**src/common/plpm_pkg.sv**
```systemverilog
// Shared constants, encodings and state types of the link power manager
package plpm_pkg;

  // Core clock period used to turn times into cycle counts
  localparam int CLK_PERIOD_NS = 10;

  // Transmit idle time before L0s entry, rounded up to whole cycles
  localparam int L0S_IDLE_NS = 6000;
  localparam int L0S_IDLE_CYC = (L0S_IDLE_NS + CLK_PERIOD_NS - 1) / CLK_PERIOD_NS;
  localparam int IDLE_CNT_W = 10;

  // Interval between samples of the PCI-side PME input
  localparam int PME_SAMPLE_NS = 100000;
  localparam int PME_SAMPLE_CYC = (PME_SAMPLE_NS + CLK_PERIOD_NS - 1) / CLK_PERIOD_NS;

  // Device power state field encodings
  localparam logic [1:0] PWR_FIELD_D0 = 2'h0;
  localparam logic [1:0] PWR_FIELD_D1 = 2'h1;
  localparam logic [1:0] PWR_FIELD_D2 = 2'h2;
  localparam logic [1:0] PWR_FIELD_D3HOT = 2'h3;
  localparam logic [1:0] PWR_FIELD_RST = PWR_FIELD_D0;

  // Message codes and routing of upstream power management messages
  localparam logic [7:0] MSG_CODE_PME = 8'h18;
  localparam logic [7:0] MSG_CODE_TO_ACK = 8'h1b;
  localparam logic [7:0] MSG_CODE_RST = 8'h00;
  localparam logic [2:0] MSG_ROUTE_TO_RC = 3'h0;

  // Link state requested from, and reported by, the physical layer
  typedef enum logic [2:0] {
    PHY_L0  = 3'b000,
    PHY_L0S = 3'b001,
    PHY_L1  = 3'b010,
    PHY_L23 = 3'b011
  } plpm_phy_t;

  typedef enum logic [1:0] {
    DS_D0_UNINIT = 2'b00,
    DS_D0_ACTIVE = 2'b01,
    DS_D3HOT     = 2'b10
  } plpm_dstate_t;

  typedef enum logic [2:0] {
    LK_L0        = 3'b000,
    LK_L0S       = 3'b001,
    LK_L0S_EXIT  = 3'b010,
    LK_L1_ENTER  = 3'b011,
    LK_L1        = 3'b100,
    LK_L1_EXIT   = 3'b101,
    LK_L23_ENTER = 3'b110,
    LK_L23       = 3'b111
  } plpm_link_t;

endpackage : plpm_pkg

```
**src/common/plpm_pme_if.sv**
```systemverilog
// Carrier between the PME sampler and the power manager core
`timescale 1ns/10ps
interface plpm_pme_if;
  logic ignore;
  logic new_pme;
  logic level;
  modport src (input ignore, output new_pme, output level);
  modport snk (output ignore, input new_pme, input level);
endinterface : plpm_pme_if

```
**src/verilog/plpm_top.sv**
```systemverilog
// Link and device power state manager of the upstream port
// Behaviour
// - L0s entry off after reset; allowed only when the enable field is set.
// - With L0s enabled, transmitter enters L0s after more than 6 us idle.
// - A waiting TLP or DLLP starts the exit from L0s.
// - Nothing is transmitted while the transmitter sits in L0s.
// - Transmit L0s is independent of the partner's transmit state.
// - Active-state logic never enters L1; only D3hot leads to L1.
// - Writing D3hot to the power state field starts L1 entry.
// - No traffic in L1; either side may start the exit.
// - Return from D3hot to D0 sets the no-soft-reset status bit.
// - Reset gives D0 uninitialized; any space or master enable gives D0 active.
// - Configuration writes are still taken in D3hot.
// - Only D0 and D3hot are accepted; D1 and D2 writes are dropped.
// - PME_Turn_Off is answered with PME_TO_Ack before L2/L3 Ready entry.
// - No traffic once the link is in L2/L3 Ready.
// - A PM_PME message first brings the link back to L0.
// - The PME input is sampled once every 100 us.
// - PM_PME goes out as a posted message routed to the root complex.
// - No PME from D3cold, no beacon and no wake pin.
// - D3hot in L0 or L1 keeps PCI clocks, no bus reset, PME only.
// - In L2/L3 Ready the PCI side is down and PME is ignored.
// - Power-on reset returns to D0 uninitialized with all context lost.
// - All logic runs on the single core clock.
`timescale 1ns/10ps
module plpm_top
  import plpm_pkg::*;
#(
  parameter int PME_SAMPLE_CYCLES = PME_SAMPLE_CYC
) (
  input wire logic CORE_CLK,
  input wire logic RST,
  input wire logic CFG_L0S_ENABLE,
  input wire logic CFG_PWR_WR,
  input wire logic [1:0] CFG_PWR_DATA,
  input wire logic CFG_MEM_EN,
  input wire logic CFG_IO_EN,
  input wire logic CFG_BM_EN,
  input wire logic TX_PENDING,
  input wire logic TX_SENT,
  input wire logic TX_MSG_DONE,
  input wire logic RX_TURN_OFF,
  input wire logic [2:0] PHY_CUR_STATE,
  input wire logic PCI_PME_N,
  output logic TX_ALLOW,
  output logic TX_MSG_REQ,
  output logic [7:0] TX_MSG_CODE,
  output logic [2:0] TX_MSG_ROUTE,
  output logic TX_MSG_POSTED,
  output logic [2:0] PHY_REQ_STATE,
  output logic [1:0] PWR_STATE_FIELD,
  output logic D0_ACTIVE,
  output logic NO_SOFT_RESET,
  output logic PCI_CLK_RUN,
  output logic PCI_BUS_RESET_OUT_N,
  output logic PCI_XACT_ALLOW
);

  localparam logic [IDLE_CNT_W-1:0] IDLE_LIMIT = IDLE_CNT_W'(L0S_IDLE_CYC);

  // Physical layer request that belongs to each link state
  function automatic plpm_phy_t phy_target(input plpm_link_t st);
    case (st)
      LK_L0S: phy_target = PHY_L0S;
      LK_L1_ENTER, LK_L1: phy_target = PHY_L1;
      LK_L23_ENTER, LK_L23: phy_target = PHY_L23;
      default: phy_target = PHY_L0;
    endcase
  endfunction : phy_target

  plpm_pme_if pme_if ();
  plpm_link_t link_q;
  plpm_link_t link_d;
  plpm_phy_t phy_req_q;
  plpm_phy_t phy_req_d;
  logic [IDLE_CNT_W-1:0] idle_cnt_q;
  logic [IDLE_CNT_W-1:0] idle_cnt_d;
  logic tx_allow_q;
  logic tx_allow_d;
  logic clk_run_q;
  logic clk_run_d;
  logic bus_rst_n_q;
  logic bus_rst_n_d;
  logic xact_q;
  logic xact_d;
  plpm_dstate_t dstate_q;
  plpm_dstate_t dstate_d;
  logic [1:0] pwr_field_q;
  logic [1:0] pwr_field_d;
  logic nsr_q;
  logic nsr_d;
  logic l1_go_q;
  logic l1_go_d;
  logic d0_act_q;
  logic d0_act_d;
  logic ack_pend_q;
  logic ack_pend_d;
  logic ack_sent_q;
  logic ack_sent_d;
  logic pme_pend_q;
  logic pme_pend_d;
  logic msg_req_q;
  logic msg_req_d;
  logic [7:0] msg_code_q;
  logic [7:0] msg_code_d;
  logic idle_done;
  logic busy;
  logic pwr_wr_ok;

  // sampled PME input, interval shortened by parameter in simulation
  plpm_pme_sampler #(.SAMPLE_CYCLES(PME_SAMPLE_CYCLES)) u_sampler (
    .clk(CORE_CLK),
    .rst(RST),
    .pme_pin_n(PCI_PME_N),
    .pme(pme_if)
  );

  // PME input muted from L2/L3 Ready entry onward
  assign pme_if.ignore = (link_q == LK_L23_ENTER) || (link_q == LK_L23);

  always_comb begin
    idle_done = (idle_cnt_q >= IDLE_LIMIT) && !TX_SENT;
    busy = TX_PENDING || msg_req_q || ack_pend_q || pme_pend_q;
    link_d = link_q;
    idle_cnt_d = idle_cnt_q;
    // restart on any sent or queued packet
    if (link_q != LK_L0 || busy || TX_SENT) begin
      idle_cnt_d = '0;
    end else if (!idle_done) begin
      idle_cnt_d = idle_cnt_q + 1'b1;
    end
    case (link_q)
      LK_L0: begin
        // acknowledge sent, stage for power removal
        if (ack_sent_q && !busy) begin
          link_d = LK_L23_ENTER;
        // D3hot drives L1 entry once the queue is drained
        end else if (dstate_q == DS_D3HOT && !busy && (l1_go_q || idle_done)) begin
          link_d = LK_L1_ENTER;
        // active-state entry only into L0s and only when enabled
        end else if (dstate_q != DS_D3HOT && CFG_L0S_ENABLE && idle_done && !busy) begin
          link_d = LK_L0S;
        end
      end
      LK_L0S: begin
        // pending traffic or a policy change wakes the transmitter
        if (busy || !CFG_L0S_ENABLE || dstate_q == DS_D3HOT) begin
          link_d = LK_L0S_EXIT;
        end
      end
      // only our transmit state is tracked; the receive side is left alone
      LK_L0S_EXIT, LK_L1_EXIT: begin
        if (PHY_CUR_STATE == PHY_L0) begin
          link_d = LK_L0;
        end
      end
      LK_L1_ENTER: begin
        if (PHY_CUR_STATE == PHY_L1) begin
          link_d = LK_L1;
        end
      end
      LK_L1: begin
        // upstream exit is followed, local demand starts our own exit
        if (PHY_CUR_STATE == PHY_L0) begin
          link_d = LK_L0;
        // a queued message forces the return to L0
        end else if (dstate_q != DS_D3HOT || busy) begin
          link_d = LK_L1_EXIT;
        end
      end
      LK_L23_ENTER: begin
        if (PHY_CUR_STATE == PHY_L23) begin
          link_d = LK_L23;
        end
      end
      LK_L23: link_d = LK_L23;
      default: link_d = LK_L0;
    endcase
    phy_req_d = phy_target(link_d);
    // transmit only while the link is fully up
    tx_allow_d = (link_d == LK_L0);
    // PCI side stays clocked and out of reset until L2/L3 Ready
    clk_run_d = (link_d != LK_L23);
    bus_rst_n_d = (link_d != LK_L23);
    xact_d = (dstate_d != DS_D3HOT) && (link_d != LK_L23) && (link_d != LK_L23_ENTER);
  end

  // single clock, power-on reset clears all context
  always_ff @(posedge CORE_CLK or posedge RST) begin
    if (RST) begin
      link_q <= LK_L0;
      phy_req_q <= PHY_L0;
      idle_cnt_q <= '0;
      tx_allow_q <= 1'b0;
      clk_run_q <= 1'b1;
      bus_rst_n_q <= 1'b0;
      xact_q <= 1'b0;
    end else begin
      link_q <= link_d;
      phy_req_q <= phy_req_d;
      idle_cnt_q <= idle_cnt_d;
      tx_allow_q <= tx_allow_d;
      clk_run_q <= clk_run_d;
      bus_rst_n_q <= bus_rst_n_d;
      xact_q <= xact_d;
    end
  end

  always_comb begin
    dstate_d = dstate_q;
    pwr_field_d = pwr_field_q;
    nsr_d = nsr_q;
    l1_go_d = l1_go_q;
    // D1 and D2 writes leave the field untouched
    pwr_wr_ok = CFG_PWR_WR && (CFG_PWR_DATA == PWR_FIELD_D0 || CFG_PWR_DATA == PWR_FIELD_D3HOT);
    if (link_q == LK_L1) begin
      l1_go_d = 1'b0;
    end
    // configuration writes are honoured in every state
    if (pwr_wr_ok) begin
      pwr_field_d = CFG_PWR_DATA;
    end
    if (pwr_wr_ok && dstate_q == DS_D3HOT && CFG_PWR_DATA == PWR_FIELD_D0) begin
      // back to D0 without internal reset
      dstate_d = DS_D0_UNINIT;
      nsr_d = 1'b1;
    end else if (pwr_wr_ok && dstate_q != DS_D3HOT && CFG_PWR_DATA == PWR_FIELD_D3HOT) begin
      // request L1 as soon as the link is free
      dstate_d = DS_D3HOT;
      l1_go_d = 1'b1;
    end else if (dstate_q == DS_D0_UNINIT && (CFG_MEM_EN || CFG_IO_EN || CFG_BM_EN)) begin
      dstate_d = DS_D0_ACTIVE;
    end
    d0_act_d = (dstate_d == DS_D0_ACTIVE);
  end

  // reset always lands in D0 uninitialized
  always_ff @(posedge CORE_CLK or posedge RST) begin
    if (RST) begin
      dstate_q <= DS_D0_UNINIT;
      pwr_field_q <= PWR_FIELD_RST;
      nsr_q <= 1'b0;
      l1_go_q <= 1'b0;
      d0_act_q <= 1'b0;
    end else begin
      dstate_q <= dstate_d;
      pwr_field_q <= pwr_field_d;
      nsr_q <= nsr_d;
      l1_go_q <= l1_go_d;
      d0_act_q <= d0_act_d;
    end
  end

  always_comb begin
    ack_pend_d = ack_pend_q;
    ack_sent_d = ack_sent_q;
    pme_pend_d = pme_pend_q;
    msg_req_d = msg_req_q;
    msg_code_d = msg_code_q;
    if (msg_req_q && TX_MSG_DONE) begin
      msg_req_d = 1'b0;
      if (msg_code_q == MSG_CODE_TO_ACK) begin
        ack_sent_d = 1'b1;
      end
    // a message is only launched with the link in L0
    end else if (!msg_req_q && link_q == LK_L0 && (ack_pend_q || pme_pend_q)) begin
      msg_req_d = 1'b1;
      // Acknowledge first: power may be pulled soon after the broadcast
      if (ack_pend_q) begin
        msg_code_d = MSG_CODE_TO_ACK;
        ack_pend_d = 1'b0;
      end else begin
        msg_code_d = MSG_CODE_PME;
        pme_pend_d = 1'b0;
      end
    end
    // New events are applied last so that a set beats a same-cycle clear
    // turn-off broadcast queues the acknowledge
    if (RX_TURN_OFF && !ack_sent_q) begin
      ack_pend_d = 1'b1;
    end
    // PME requests come only from the powered PCI side
    if (pme_if.new_pme) begin
      pme_pend_d = 1'b1;
    end
  end

  always_ff @(posedge CORE_CLK or posedge RST) begin
    if (RST) begin
      ack_pend_q <= 1'b0;
      ack_sent_q <= 1'b0;
      pme_pend_q <= 1'b0;
      msg_req_q <= 1'b0;
      msg_code_q <= MSG_CODE_RST;
    end else begin
      ack_pend_q <= ack_pend_d;
      ack_sent_q <= ack_sent_d;
      pme_pend_q <= pme_pend_d;
      msg_req_q <= msg_req_d;
      msg_code_q <= msg_code_d;
    end
  end

  assign TX_ALLOW = tx_allow_q;
  assign TX_MSG_REQ = msg_req_q;
  assign TX_MSG_CODE = msg_code_q;
  // posted message, routed to the root complex
  assign TX_MSG_ROUTE = MSG_ROUTE_TO_RC;
  assign TX_MSG_POSTED = 1'b1;
  assign PHY_REQ_STATE = phy_req_q;
  assign PWR_STATE_FIELD = pwr_field_q;
  assign D0_ACTIVE = d0_act_q;
  assign NO_SOFT_RESET = nsr_q;
  assign PCI_CLK_RUN = clk_run_q;
  assign PCI_BUS_RESET_OUT_N = bus_rst_n_q;
  assign PCI_XACT_ALLOW = xact_q;

  // no L0s entry with the enable clear
  chk_l0s_disabled: assert property (
    @(posedge CORE_CLK) disable iff (RST)
    (link_q == LK_L0 && !CFG_L0S_ENABLE) |=> link_q != LK_L0S)
    else $error("L0s entered with entry disabled");
  // L0s only after the full idle count
  chk_l0s_idle: assert property (
    @(posedge CORE_CLK) disable iff (RST)
    (link_q == LK_L0S && $past(link_q) == LK_L0) |-> $past(idle_cnt_q) == IDLE_LIMIT)
    else $error("L0s entered before idle time elapsed");
  chk_l0s_wake: assert property (
    @(posedge CORE_CLK) disable iff (RST)
    (link_q == LK_L0S && TX_PENDING) |=> link_q == LK_L0S_EXIT)
    else $error("Pending packet did not start L0s exit");
  chk_tx_gated: assert property (
    @(posedge CORE_CLK) disable iff (RST)
    (link_q != LK_L0) |-> (!TX_ALLOW && !TX_MSG_REQ))
    else $error("Transmit allowed outside L0");
  chk_l1_d3only: assert property (
    @(posedge CORE_CLK) disable iff (RST)
    (link_q == LK_L1_ENTER && $past(link_q) == LK_L0) |-> $past(dstate_q) == DS_D3HOT)
    else $error("L1 entry without D3hot");
  // D3hot with an idle link enters L1 next
  chk_d3_to_l1: assert property (
    @(posedge CORE_CLK) disable iff (RST)
    (link_q == LK_L0 && dstate_q == DS_D3HOT && l1_go_q && !busy && !ack_sent_q)
    |=> link_q == LK_L1_ENTER ##0 PHY_REQ_STATE == PHY_L1)
    else $error("D3hot did not start L1 entry");
  // no-soft-reset set on return to D0
  chk_nsr_set: assert property (
    @(posedge CORE_CLK) disable iff (RST)
    ($past(dstate_q) == DS_D3HOT && dstate_q == DS_D0_UNINIT) |-> NO_SOFT_RESET)
    else $error("No-soft-reset bit not set on D3hot to D0");
  // D1 and D2 writes are dropped
  chk_d12_drop: assert property (
    @(posedge CORE_CLK) disable iff (RST)
    (CFG_PWR_WR && (CFG_PWR_DATA == PWR_FIELD_D1 || CFG_PWR_DATA == PWR_FIELD_D2))
    |=> $stable(PWR_STATE_FIELD) && ($stable(dstate_q) || dstate_q == DS_D0_ACTIVE))
    else $error("Unsupported power state accepted");
  // L2/L3 Ready only after the acknowledge went out
  chk_ack_first: assert property (
    @(posedge CORE_CLK) disable iff (RST)
    (link_q == LK_L23_ENTER) |-> (ack_sent_q && !TX_MSG_REQ))
    else $error("L2/L3 Ready entry without acknowledge");

endmodule : plpm_top

```
**src/verilog/plpm_pme_sampler.sv**
```systemverilog
// Synchroniser and periodic sampler of the PCI-side PME input
`timescale 1ns/10ps
module plpm_pme_sampler
  import plpm_pkg::*;
#(
  parameter int SAMPLE_CYCLES = PME_SAMPLE_CYC
) (
  input wire logic clk,
  input wire logic rst,
  input wire logic pme_pin_n,
  plpm_pme_if.src pme
);

  localparam int CW = $clog2(SAMPLE_CYCLES);
  localparam logic [CW-1:0] TICK_LAST = CW'(SAMPLE_CYCLES - 1);

  logic sync1_q;
  logic sync2_q;
  logic [CW-1:0] tick_cnt_q;
  logic [CW-1:0] tick_cnt_d;
  logic level_q;
  logic level_d;
  logic new_q;
  logic new_d;
  logic tick;

  always_comb begin
    tick = (tick_cnt_q == TICK_LAST);
    tick_cnt_d = tick ? '0 : tick_cnt_q + 1'b1;
    level_d = level_q;
    new_d = 1'b0;
    if (tick) begin
      if (pme.ignore) begin
        level_d = 1'b0;
      end else begin
        level_d = !sync2_q;
        new_d = !sync2_q && !level_q;
      end
    end
  end

  // Idle pin level is high, so the synchroniser resets to one
  always_ff @(posedge clk or posedge rst) begin
    if (rst) begin
      sync1_q <= 1'b1;
      sync2_q <= 1'b1;
      tick_cnt_q <= '0;
      level_q <= 1'b0;
      new_q <= 1'b0;
    end else begin
      sync1_q <= pme_pin_n;
      sync2_q <= sync1_q;
      tick_cnt_q <= tick_cnt_d;
      level_q <= level_d;
      new_q <= new_d;
    end
  end

  assign pme.new_pme = new_q;
  assign pme.level = level_q;

  // event only right after a tick
  chk_pme_on_tick: assert property (
    @(posedge clk) disable iff (rst) new_q |-> $past(tick_cnt_q) == TICK_LAST)
    else $error("PME event outside a sample tick");

  chk_pme_ignored: assert property (
    @(posedge clk) disable iff (rst) (pme.ignore && tick) |=> !new_q)
    else $error("PME event raised while input ignored");

endmodule : plpm_pme_sampler

```
**config.mk**
```make
export PLATFORM = sky130hd
export DESIGN_NAME = plpm_top
export DESIGN_NICKNAME = d
export VERILOG_FILES = /design/src/common/plpm_pkg.sv /design/src/common/plpm_pme_if.sv /design/src/verilog/plpm_top.sv /design/src/verilog/plpm_pme_sampler.sv
export SDC_FILE = /design/constraint.sdc
export NUM_CORES = 1
export LEC_CHECK = 0
export BUFFER_PORTS_ARGS = -buffer_cell sky130_fd_sc_hd__buf_2
export CORE_MARGIN = 2
export CORE_UTILIZATION = 56
export DETAILED_ROUTE_END_ITERATION = 6
export GPL_ROUTABILITY_DRIVEN = 1
export PLACE_DENSITY = 0.79
export SYNTH_ARGS = -nofsm -noshare
export SYNTH_HDL_FRONTEND = slang
export SYNTH_SLANG_ARGS = --single-unit
```
**constraint.sdc**
```tcl
create_clock -name CORE_CLK -period 2.9 [get_ports CORE_CLK]
set_clock_uncertainty 0.05 [all_clocks]
set_input_delay 0 -clock CORE_CLK [delete_from_list [all_inputs] [get_ports CORE_CLK]]
set_output_delay 0 -clock CORE_CLK [all_outputs]
set_load 0.03 [all_outputs]
```
==> Yosys cells after proc, flatten, opt, wreduce, memory -nomap -nowiden <==
Index checks and enable logic that the tools add are counted.
{ "totals": {"regBits": 57, "input_bits": 17, "out_inout_bits": 24, "wordCells": 143} }
{ "op_classes": {"addsub": 2, "magnitude_cmp": 1, "n_eq_ne": 27, "mux": 33, "n_bitwise": 1, "n_reduce_logical": 57} }
{ "ops": {"columns": ["op", "n"], "rows": [
  ["3-bit two-way mux", 9],
  ["3-bit equality test (second input constant)", 7],
  ["3-bit case mux with 7 select lines", 1],
  ["1-bit logical AND", 20],
  ["10-bit two-way mux", 2],
  ["3-bit by 2-bit equality test with 1-bit output (second input constant)", 5],
  ["1-bit two-way mux", 15],
  ["14-bit by 1-bit adder with 14-bit output (second input constant)", 1],
  ["14-bit equality test (second input constant)", 1],
  ["1-bit logical OR", 14],
  ["14-bit two-way mux", 1],
  ["10-bit by 1-bit adder with 10-bit output (second input constant)", 1],
  ["10-bit greater-or-equal comparator (second input constant)", 1],
  ["3-bit zero test", 3],
  ["8-bit by 5-bit equality test with 1-bit output (second input constant)", 1],
  ["2-bit two-way mux", 4],
  ["2-bit by 1-bit inequality test with 1-bit output (second input constant)", 4],
  ["1-bit zero test", 7],
  ["3-bit by 1-bit equality test with 1-bit output (second input constant)", 2],
  ["3-bit inequality test (second input constant)", 2],
  ["2-bit case mux with 3 select lines", 1],
  ["2-bit AND reduction", 3],
  ["2-bit nonzero test", 3],
  ["2-bit OR reduction", 3],
  ["7 further kinds", 10]
]} }

==> Logic depth before layout (Yosys ltp) <==
Gate-level depths: netlist of run 1.
{ "depth": {"ltp_word": 12, "ltp_mapped": 7, "ltp_nobuf": 7} }

==> Cells and area by module <==
A second synthesis of run 1 with hierarchy kept.
{ "unflattened": {"cells_unflattened": 241, "area_unflattened_um2": 2517.4} }
{ "modules_own_cells": {"columns": ["module", "n_inst", "cells_per_inst", "area_per_inst_um2"], "rows": [
  ["plpm_top", 1, 176, 1715.4],
  ["plpm_pme_sampler", 1, 65, 802.0]
]} }

==> Least setup slack after synthesis of run 1 <==
Ideal clock, no wire load.
{ "synth_timing": {"path_kind": "reg2reg", "startpoint": "register msg_req_q, in the netlist TX_MSG_REQ", "endpoint": "register phy_req_q[1], in the netlist PHY_REQ_STATE[1]", "setup_time_ps": 125, "t_arrival_ps": 2009, "required_ps": 2725, "setup_slack_ps": 716, "path_stages_with_launch": 7, "cell_sequence": "dfrtp_1 or4_4 buf_6 nor3_4 o2bb2ai_2 a311oi_4 mux2_4"} }
{ "synth_between": {"elab_chain_cells": 12, "word_cells_on_any_way": 26} }
{ "synth_lines": {"columns": ["item", "line", "source"], "rows": [
  ["start: declaration", "plpm_top.sv:102", "logic msg_req_q;"],
  ["start signal: assignment", "plpm_top.sv:299", "msg_req_q <= msg_req_d;"],
  ["1-bit logical OR (*) (3 in a row)", "plpm_top.sv:123", "busy = TX_PENDING || msg_req_q || ack_pend_q || pme_pend_q;"],
  ["1-bit zero test", "plpm_top.sv:135, plpm_top.sv:138, plpm_top.sv:141", null],
  ["1-bit logical AND, on equally long branches", "plpm_top.sv:141, plpm_top.sv:138", null],
  ["3-bit two-way mux or 1-bit logical AND (tied branches)", "plpm_top.sv:141, plpm_top.sv:138", null],
  ["3-bit two-way mux", "plpm_top.sv:138", "end else if (dstate_q == DS_D3HOT && !busy && (l1_go_q || idle_done)) begin"],
  ["3-bit two-way mux", "plpm_top.sv:135", "if (ack_sent_q && !busy) begin"],
  ["3-bit case mux with 7 select lines (*)", "plpm_top.sv:132", "case (link_q)"],
  ["3-bit equality test or 3-bit by 2-bit equality test with 1-bit output (tied branches)", "plpm_top.sv:63", "case (st)"],
  ["2-bit OR reduction", "plpm_top.sv:63", null],
  ["2-bit case mux with 3 select lines (*)", "plpm_top.sv:63", null],
  ["via phy_req_d[1]", "plpm_top.sv:75", "plpm_phy_t phy_req_d;"],
  ["end signal: assignment", "plpm_top.sv:200", "phy_req_q <= phy_req_d;"],
  ["end: declaration", "plpm_top.sv:74", "plpm_phy_t phy_req_q;"]
]} }
The timed path passes the listed nets; every way through them passes the cells marked *.
A chain may end at the register's enable or synchronous reset.

==> Final worst setup path of run 1 <==
Same ends and word-level chain as after synthesis.

==> metrics.md, run 1 <==
| Metric | Value |
|---|---|
| Share of cells above drive strength 1 | 0.229 |
| Design area | 0.00284 sq mm |
| Sequential cell area | 0.00125 sq mm |
| Antenna diodes | 0 |
| Largest net degree at the start of global routing | 51 |
| Leakage power | about 1.3 nW |
| Total CTS buffers | 5 |
| Vias in the first global route | roughly 1,700 |
| Drt total wl | approximately 4.4 mm |
| Site Rows | 24 |
| Via count | 1,713 |
| CP max-delay cell | or4_4 |
| Die Y | 70.9 um |
| Antenna viol nets, final | 0 |
| DR iter-0 viols | between 100 and 150 |
| Slew at the pin with the worst max-slew slack | roughly 1000 ps |
| Max H-tree Level | 2 |
| CTS tree | done |
| Antenna violations before repair | 0 |
| Post-synthesis cell area | 0.00250 sq mm |
| CP max FO | 6 |
| Area occupied by multi-input gates | 0.00111 sq mm |
| Max Cap Violations | 0 |
| Core box area | roughly 0.0043 sq mm |
| CP delay by family, top | simple AND/OR/NAND/NOR gates |
| Fmax | approximately 0.47 GHz |
| # port buffers | 31 |
| Clock root buffer | clkbuf_8 |
| Global-route wire length before repair | approximately 8 mm |
| Seq/Total Area, Yosys | 0.501 |
| Starting density of the core | 0.579 |
| PwrDens | ~700 mW/mm^2 |
| Top FF cell, synth | dfrtp_1 |
| Fin crit share | 0.732 |
| Max transition margin | 0.332 |
| Worst-skew pair later-pin latency | ~300 ps |
| Distinct cells, synth | 53 |
| RePlAce Congestion | about 0.91 |
| Die width | between 70 and 80 um |
| Routed vias/inst | between 5 and 6 |
| IO Count | a little over 40 |
| Commonest non-fill, non-tap cell in the layout | dfrtp_1 |
| Placed Area | between 0.002 and 0.003 sq mm |
| Min cycle time layout | ~2100 ps |
| Gates resized, CTS repair | 0 |
| Clock buffer depth | 2 |
| Synth async-reset ratio | 1.00 |
| Mean cell area of the mapped netlist | 10.7 sq um |
| Layout fillers | 358 |
| Synthesized instance count | about 240 |
| DP HPWL | 3.05 mm |
| Synth-to-layout area growth | 13.5% |
| Critical Path Sink Type | flop |
| Final Hold Fails | 0 |
| DIE AREA | ~0.0050 sq mm |
| Hold Slack | around 63 ps |
| Status | complete, no violations |
| Total track usage | 0.197 |
| Worst path buffer plus inverter count | 0 |
| Clock sinks | 50 |
| Nets | roughly 300 |
| Most frequent cells in the layout | 47 x dfrtp_1, 31 x buf_2, 26 x nor2_1 |
| Yosys reg bits | 50 |
| Critical path arrival | approximately 2300 ps |
| DRC | 0 |
| Worst Setup Slack, final | roughly 780 ps |
| Crit path kind | flop to flop |
| EDFF count, synth | 0 |
| Max IR drop VDD | ~0.46 mV |
| Routed length per placed instance | 13.6 um |
| Crit-path cells | or4_4 -> nor3_4 -> o2bb2ai_2 -> a311oi_4 -> mux2_4 |
| # setup viols final | 0 |
| Max Transition Viols Final | 0 |
| Clock Pin Slew Worst Setup and Hold Paths | around 90 ps |
| Startpoint types | flop |
| WP data required | 3040 ps |
| Pre-CTS setup slack | 798 ps |
| RSZ-0062 raised after global routing | no |
| Setup TNS | 0 ps |
| Largest stage delay, worst path | approximately 620 ps |
| Worst Hold Class | input port to flop |
| Global route overflow | 0 |
| Pre-Repair DR Iteration Count | 4 |
| Yosys Warn Count | 0 |
==> cell type report <==
cell class,count,share of cell area
Multi-Input combinational cell,162,0.392
Clock buffer,5,0.0242
Timing Repair Buffer,38,0.0783
Clock inverter,3,0.0242
Sequential cell,50,0.441
Inverter,13,0.0172
Tap cell,52,0.0229
==> final timing paths <==
check                                       start                 end  cells past startpoint  slack (ps)
worst max-delay path                   TX_MSG_REQ    PHY_REQ_STATE[1]                      5         780
worst min-delay path                    CFG_BM_EN         dstate_q[0]                      5          60
worst max register to register         TX_MSG_REQ    PHY_REQ_STATE[1]                      5         780
worst min register to register  u_sampler.sync1_q   u_sampler.sync2_q                      0         310
max in group asynchronous                     RST      TX_MSG_CODE[1]                      3        1750
min in group asynchronous                     RST  PWR_STATE_FIELD[1]                      3         410
==> power breakdown <==
group | leakage [nW] | total [W] | switching [W] | internal [W]
combinational | 0.642 | 0.000513 | 0.000336 | 0.000177
clock | 0.0683 | 0.000575 | 0.000230 | 0.000345
sequential | 0.626 | 0.000882 | 0.0000844 | 0.000798
total | 1.34 | 0.00197 | 0.000650 | 0.00132
==> flip-flops by register name, summed over array words and instances (netlist names), 2 cells and up <==
signal and cells:
PWR_STATE_FIELD 2, PHY_REQ_STATE 2, u_sampler.tick_cnt_q 14, TX_MSG_CODE 2
link_q 3, dstate_q 2, idle_cnt_q 10
==> synthesized netlist by cell type, types with 2 or more instances <==
library cell	instances	area [sq um]
dfrtp_1	47	1180
nand2_1	13	48.8
clkbuf_1	4	15.0
xnor2_1	14	123
inv_1	13	48.8
conb_1	2	7.51
or3_1	2	12.5
nor2_1	26	97.6
nand3_1	12	60.1
a21oi_1	6	30.0
o21ai_0	9	45.0
buf_4	11	82.6
and3b_1	3	26.3
nor3_1	3	15.0
nor4_1	2	12.5
nand2b_1	4	25.0
a211oi_1	2	15.0
and3_1	2	12.5
a21boi_0	2	15.0
a22o_1	2	17.5
ha_1	5	62.6
dfstp_2	3	78.8
o21bai_1	3	22.5
a21o_1	2	15.0
xor2_1	7	61.3
nor2b_1	6	37.5
mux2_2	4	45.0
==> worst reg2reg max path, delay by kind of cell (launching register included) <==
kind,cells,cell delay [ps]
flops,1,440
simple gates,2,760
compound gates,2,430
mux,1,340
==> metal layers <==
metal / wire [um] / vias to the layer above / part of all wire / track usage
met5: 0 / - / 0 / 0
met4: 78 / 0 / 0.018 / 0.0860
met3: 172 / 7 / 0.039 / 0.0370
met2: 1960 / 36 / 0.45 / 0.293
met1: 2190 / 818 / 0.50 / 0.285
li1: - / 852 / - / -
==> through the flow <==
step / instances / utilization / power, W
2_1_floorplan: 242 / - / 0.00129
3_3_place_gp: 309 / 0.612 / 0.00139
3_5_place_dp: 309 / 0.612 / 0.00140
4_1_cts: 323 / 0.657 / 0.00199
5_1_grt: 323 / 0.657 / 0.00207
6_report: 323 / 0.657 / 0.00197
==> cells by family (layout without fill, tap and decap cells) <==
group / count (synthesis) / count (layout) / share of synthesized area
AND/OR/NAND/NOR: 85 / 85 / 0.192
flip-flops: 50 / 50 / 0.501
AO/OA/AOI/OAI: 37 / 37 / 0.117
buffers and inverters: 30 / 59 / 0.0649
XOR/XNOR: 21 / 21 / 0.0734
adder cells (fa/ha/maj): 5 / 5 / 0.0250
multiplexers: 5 / 5 / 0.0240
other: 2 / 9 / 0.00300
==> timing repair <==
| item | 4_1_cts | 5_1_grt |
|---|---|---|
| setup buffers | 0 | 0 |
| endpoints found under the hold margin | 53 | 0 |
| setup endpoints to repair | 0 | 0 |
| hold buffers | 6 | 0 |
Note: power is estimated with default switching activity, not from simulation.
==> run 2, diff against run 1 <==
- clock period: 2.9 -> 2.2 ns (I/O delays scaled with it)
==> run 2 against run 1 <==
Cell count up 0.93%. Clock power grew 15%. Power is 29% higher. Count of clock-buffer cells in the layout unchanged. Critical path type unchanged. Global-route usage is 0.58 points lower. Critical endpoint unchanged. Die area unchanged. First-iteration DRC count increased by 51%. Utilization rose by 0.35 points. Via count fell by 0.99%. Combinational power up 46%.
==> metrics.md, run 2 (synthesis gave the netlist of run 1 again) <==
| Metric | Value |
|---|---|
| Status | complete, no violations (unchanged) |
| Flop pwr share | 0.442 (was 0.448) |
| Final Hold Fails | 0 (unchanged) |
| Max reg flops | 14 (unchanged) |
| Critical Path Sink Type | flop (unchanged) |
| DR iter-0 viols | 162 (was 107) |
| Max Transition Viols Final | 0 (unchanged) |
| Antenna violations before repair | 0 (unchanged) |
| Fmax | 0.473 GHz (was 0.471 GHz) |
| Comb power frac | 0.296 (was 0.261) |
| Antenna diodes | 0 (unchanged) |
| Worst Hold Class | input port to flop (unchanged) |
| Net Switching | 0.000877 W (was 0.000650 W) |
| Min cycle time layout | 2110 ps (was 2120 ps) |
| CTS tree | done (unchanged) |
| Starting density of the core | 0.579 (unchanged) |
| Top Registers | u_sampler.tick_cnt_q (14), idle_cnt_q (10), link_q (3) (unchanged) |
| # setup viols final | 0 (unchanged) |
| IO Count | 41 (unchanged) |
| Area occupied by multi-input gates | 0.00111 sq mm (unchanged) |
| Most frequent cells in the layout | 47 x dfrtp_1, 31 x buf_2, 26 x nor2_1 (unchanged) |
| DP HPWL | 3.14 mm (was 3.05 mm) |
| RePlAce Congestion | 0.924 (was 0.907) |
| Pint | 0.00166 W (was 0.00132 W) |
| Critical path arrival | 2260 ps (was 2270 ps) |
| Die width | 70.9 um (unchanged) |
| Via count | 1,696 (was 1,713) |
| Clock root buffer | clkbuf_8 (unchanged) |
| Layout fillers | 362 (was 358) |
| Total track usage | 0.191 (was 0.197) |
| Switching share of power | 0.346 (was 0.330) |
| Setup TNS | 0 ps (unchanged) |
| Setup Fix Bufs, Post-CTS | 0 (unchanged) |
| Clk pwr share | 0.262 (was 0.292) |
| Pre-Repair DR Iteration Count | 4 (unchanged) |
| Max IR drop VDD | 0.496 mV (was 0.458 mV) |
| Routed vias/inst | 5.20 (was 5.30) |
| PwrDens | 887 mW/mm^2 (was 693 mW/mm^2) |
| Routed length per placed instance | 13.5 um (was 13.6 um) |
| Clock Pin Slew Worst Setup and Hold Paths | 90 ps (about the same) |
| Total CTS buffers | 5 (unchanged) |
| Most flops, register | u_sampler.tick_cnt_q (unchanged) |
| Max Cap Violations | 0 (unchanged) |
| Commonest non-fill, non-tap cell in the layout | dfrtp_1 (unchanged) |
| Slew at the pin with the worst max-slew slack | 615 ps (was 1000 ps) |
| Sequential cell area | 0.00125 sq mm (unchanged) |
| RSZ-0062 raised after global routing | no (unchanged) |
| Vias in the first global route | 1,661 (was 1,664) |
| Max H-tree Level | 2 (unchanged) |
| DIE AREA | 0.00502 sq mm (unchanged) |
| Startpoint types | flop (unchanged) |
| Clock buffer depth | 2 (unchanged) |
| Crit path kind | flop to flop (unchanged) |
| Core box area | 0.00432 sq mm (unchanged) |
| DRC | 0 (unchanged) |
| Fin crit share | 0.961 (was 0.732) |
| Hold Slack | 51.5 ps (was 63.1 ps) |
| Clock sinks | 50 (unchanged) |
| Die Y | 70.9 um (unchanged) |
| WP data required | 2350 ps (was 3040 ps) |
| Worst-skew pair later-pin latency | 300 ps (about the same) |
| Gates resized, CTS repair | 0 (unchanged) |
| Antenna viol nets, final | 0 (unchanged) |
| # port buffers | 31 (unchanged) |
| Cts hold-fix bufs | 6 (unchanged) |
| Share of cells above drive strength 1 | 0.237 (was 0.229) |
| Largest net degree at the start of global routing | 51 (unchanged) |
| Drt total wl | 4.40 mm (was 4.41 mm) |
| Global-route wire length before repair | 7.64 mm (was 7.78 mm) |
| Global route overflow | 0 (unchanged) |
| Leakage power | 1.34 nW (about the same) |
| Site Rows | 24 (unchanged) |
| Synth-to-layout area growth | 14.1% (was 13.5%) |
| Max transition margin | 0.589 (was 0.332) |
| CP max FO | 6 (unchanged) |
| Nets | 295 (was 292) |
[run 2: cell types whose count changed in the layout (fill, tap and decap cells not counted)]
| cell | before | now |
|---|---|---|
| buf_12 | 0 | 1 |
| buf_4 | 1 | 3 |
| bufinv_16 | 2 | 1 |
| clkinv_4 | 1 | 0 |
| clkinvlp_4 | 0 | 1 |
| inv_8 | 0 | 1 |
[run 2: worst paths after layout]
path,startpoint,end,slack [ps],cells past startpoint
setup / recovery,TX_MSG_REQ,PHY_REQ_STATE[1],90,5
hold reg to reg,u_sampler.sync1_q,u_sampler.sync2_q,310,0
hold / removal,PHY_CUR_STATE[0],PCI_CLK_RUN,50,3
min in group asynchronous,RST,PWR_STATE_FIELD[1],230,4
setup reg to reg,TX_MSG_REQ,PHY_REQ_STATE[1],90,5
max in group asynchronous,RST,u_sampler.sync1_q,1590,4
[run 2: power groups by stage]
stage | logic (W) | registers (W) | clock network [W]
detailed placement | 0.000746 | 0.00114 | 0
global route | 0.000803 | 0.00113 | 0.000719
CTS | 0.000759 | 0.00112 | 0.000683
finish | 0.000751 | 0.00112 | 0.000663
floorplan | 0.000395 | 0.00131 | 0
global placement | 0.000731 | 0.00114 | 0
[run 2: layout make-up]
type                       instances  share of cell area
sequential                        50               0.439
multi-input combinational        162               0.390
timing repair buffer              41              0.0902
clock buffer                       5              0.0241
tap                               52              0.0228
clock inverter                     3              0.0171
inverter                          13              0.0171
[run 2: metal layers]
metal / GRT usage / routed length (um) / up-vias
met2: 0.282 / 1960 / 44
met4: 0.0776 / 93 / 0
met5: 0 / 0 / -
met3: 0.0356 / 206 / 8
li1: - / - / 856
met1: 0.281 / 2140 / 788
[run 2: worst max-delay path, cell delays in order (launching register included)]
cell       delay [ps]
dfrtp_1           420
or4_4             610
nor3_4            140
o2bb2ai_2          90
a311oi_4          360
mux2_4            340
[run 2: metrics by stage]
step                area, sq um  worst slack [ps]  std cells   util  power, W
CTS                        2860              81.7        326  0.661   0.00256
global route               2860              7.20        326  0.661   0.00266
detailed placement         2680               102        312  0.620   0.00188
global placement           2680               153        312  0.620   0.00187
floorplan                  2530              16.4        242      -   0.00170
finish                     2860              86.4        326  0.661   0.00253
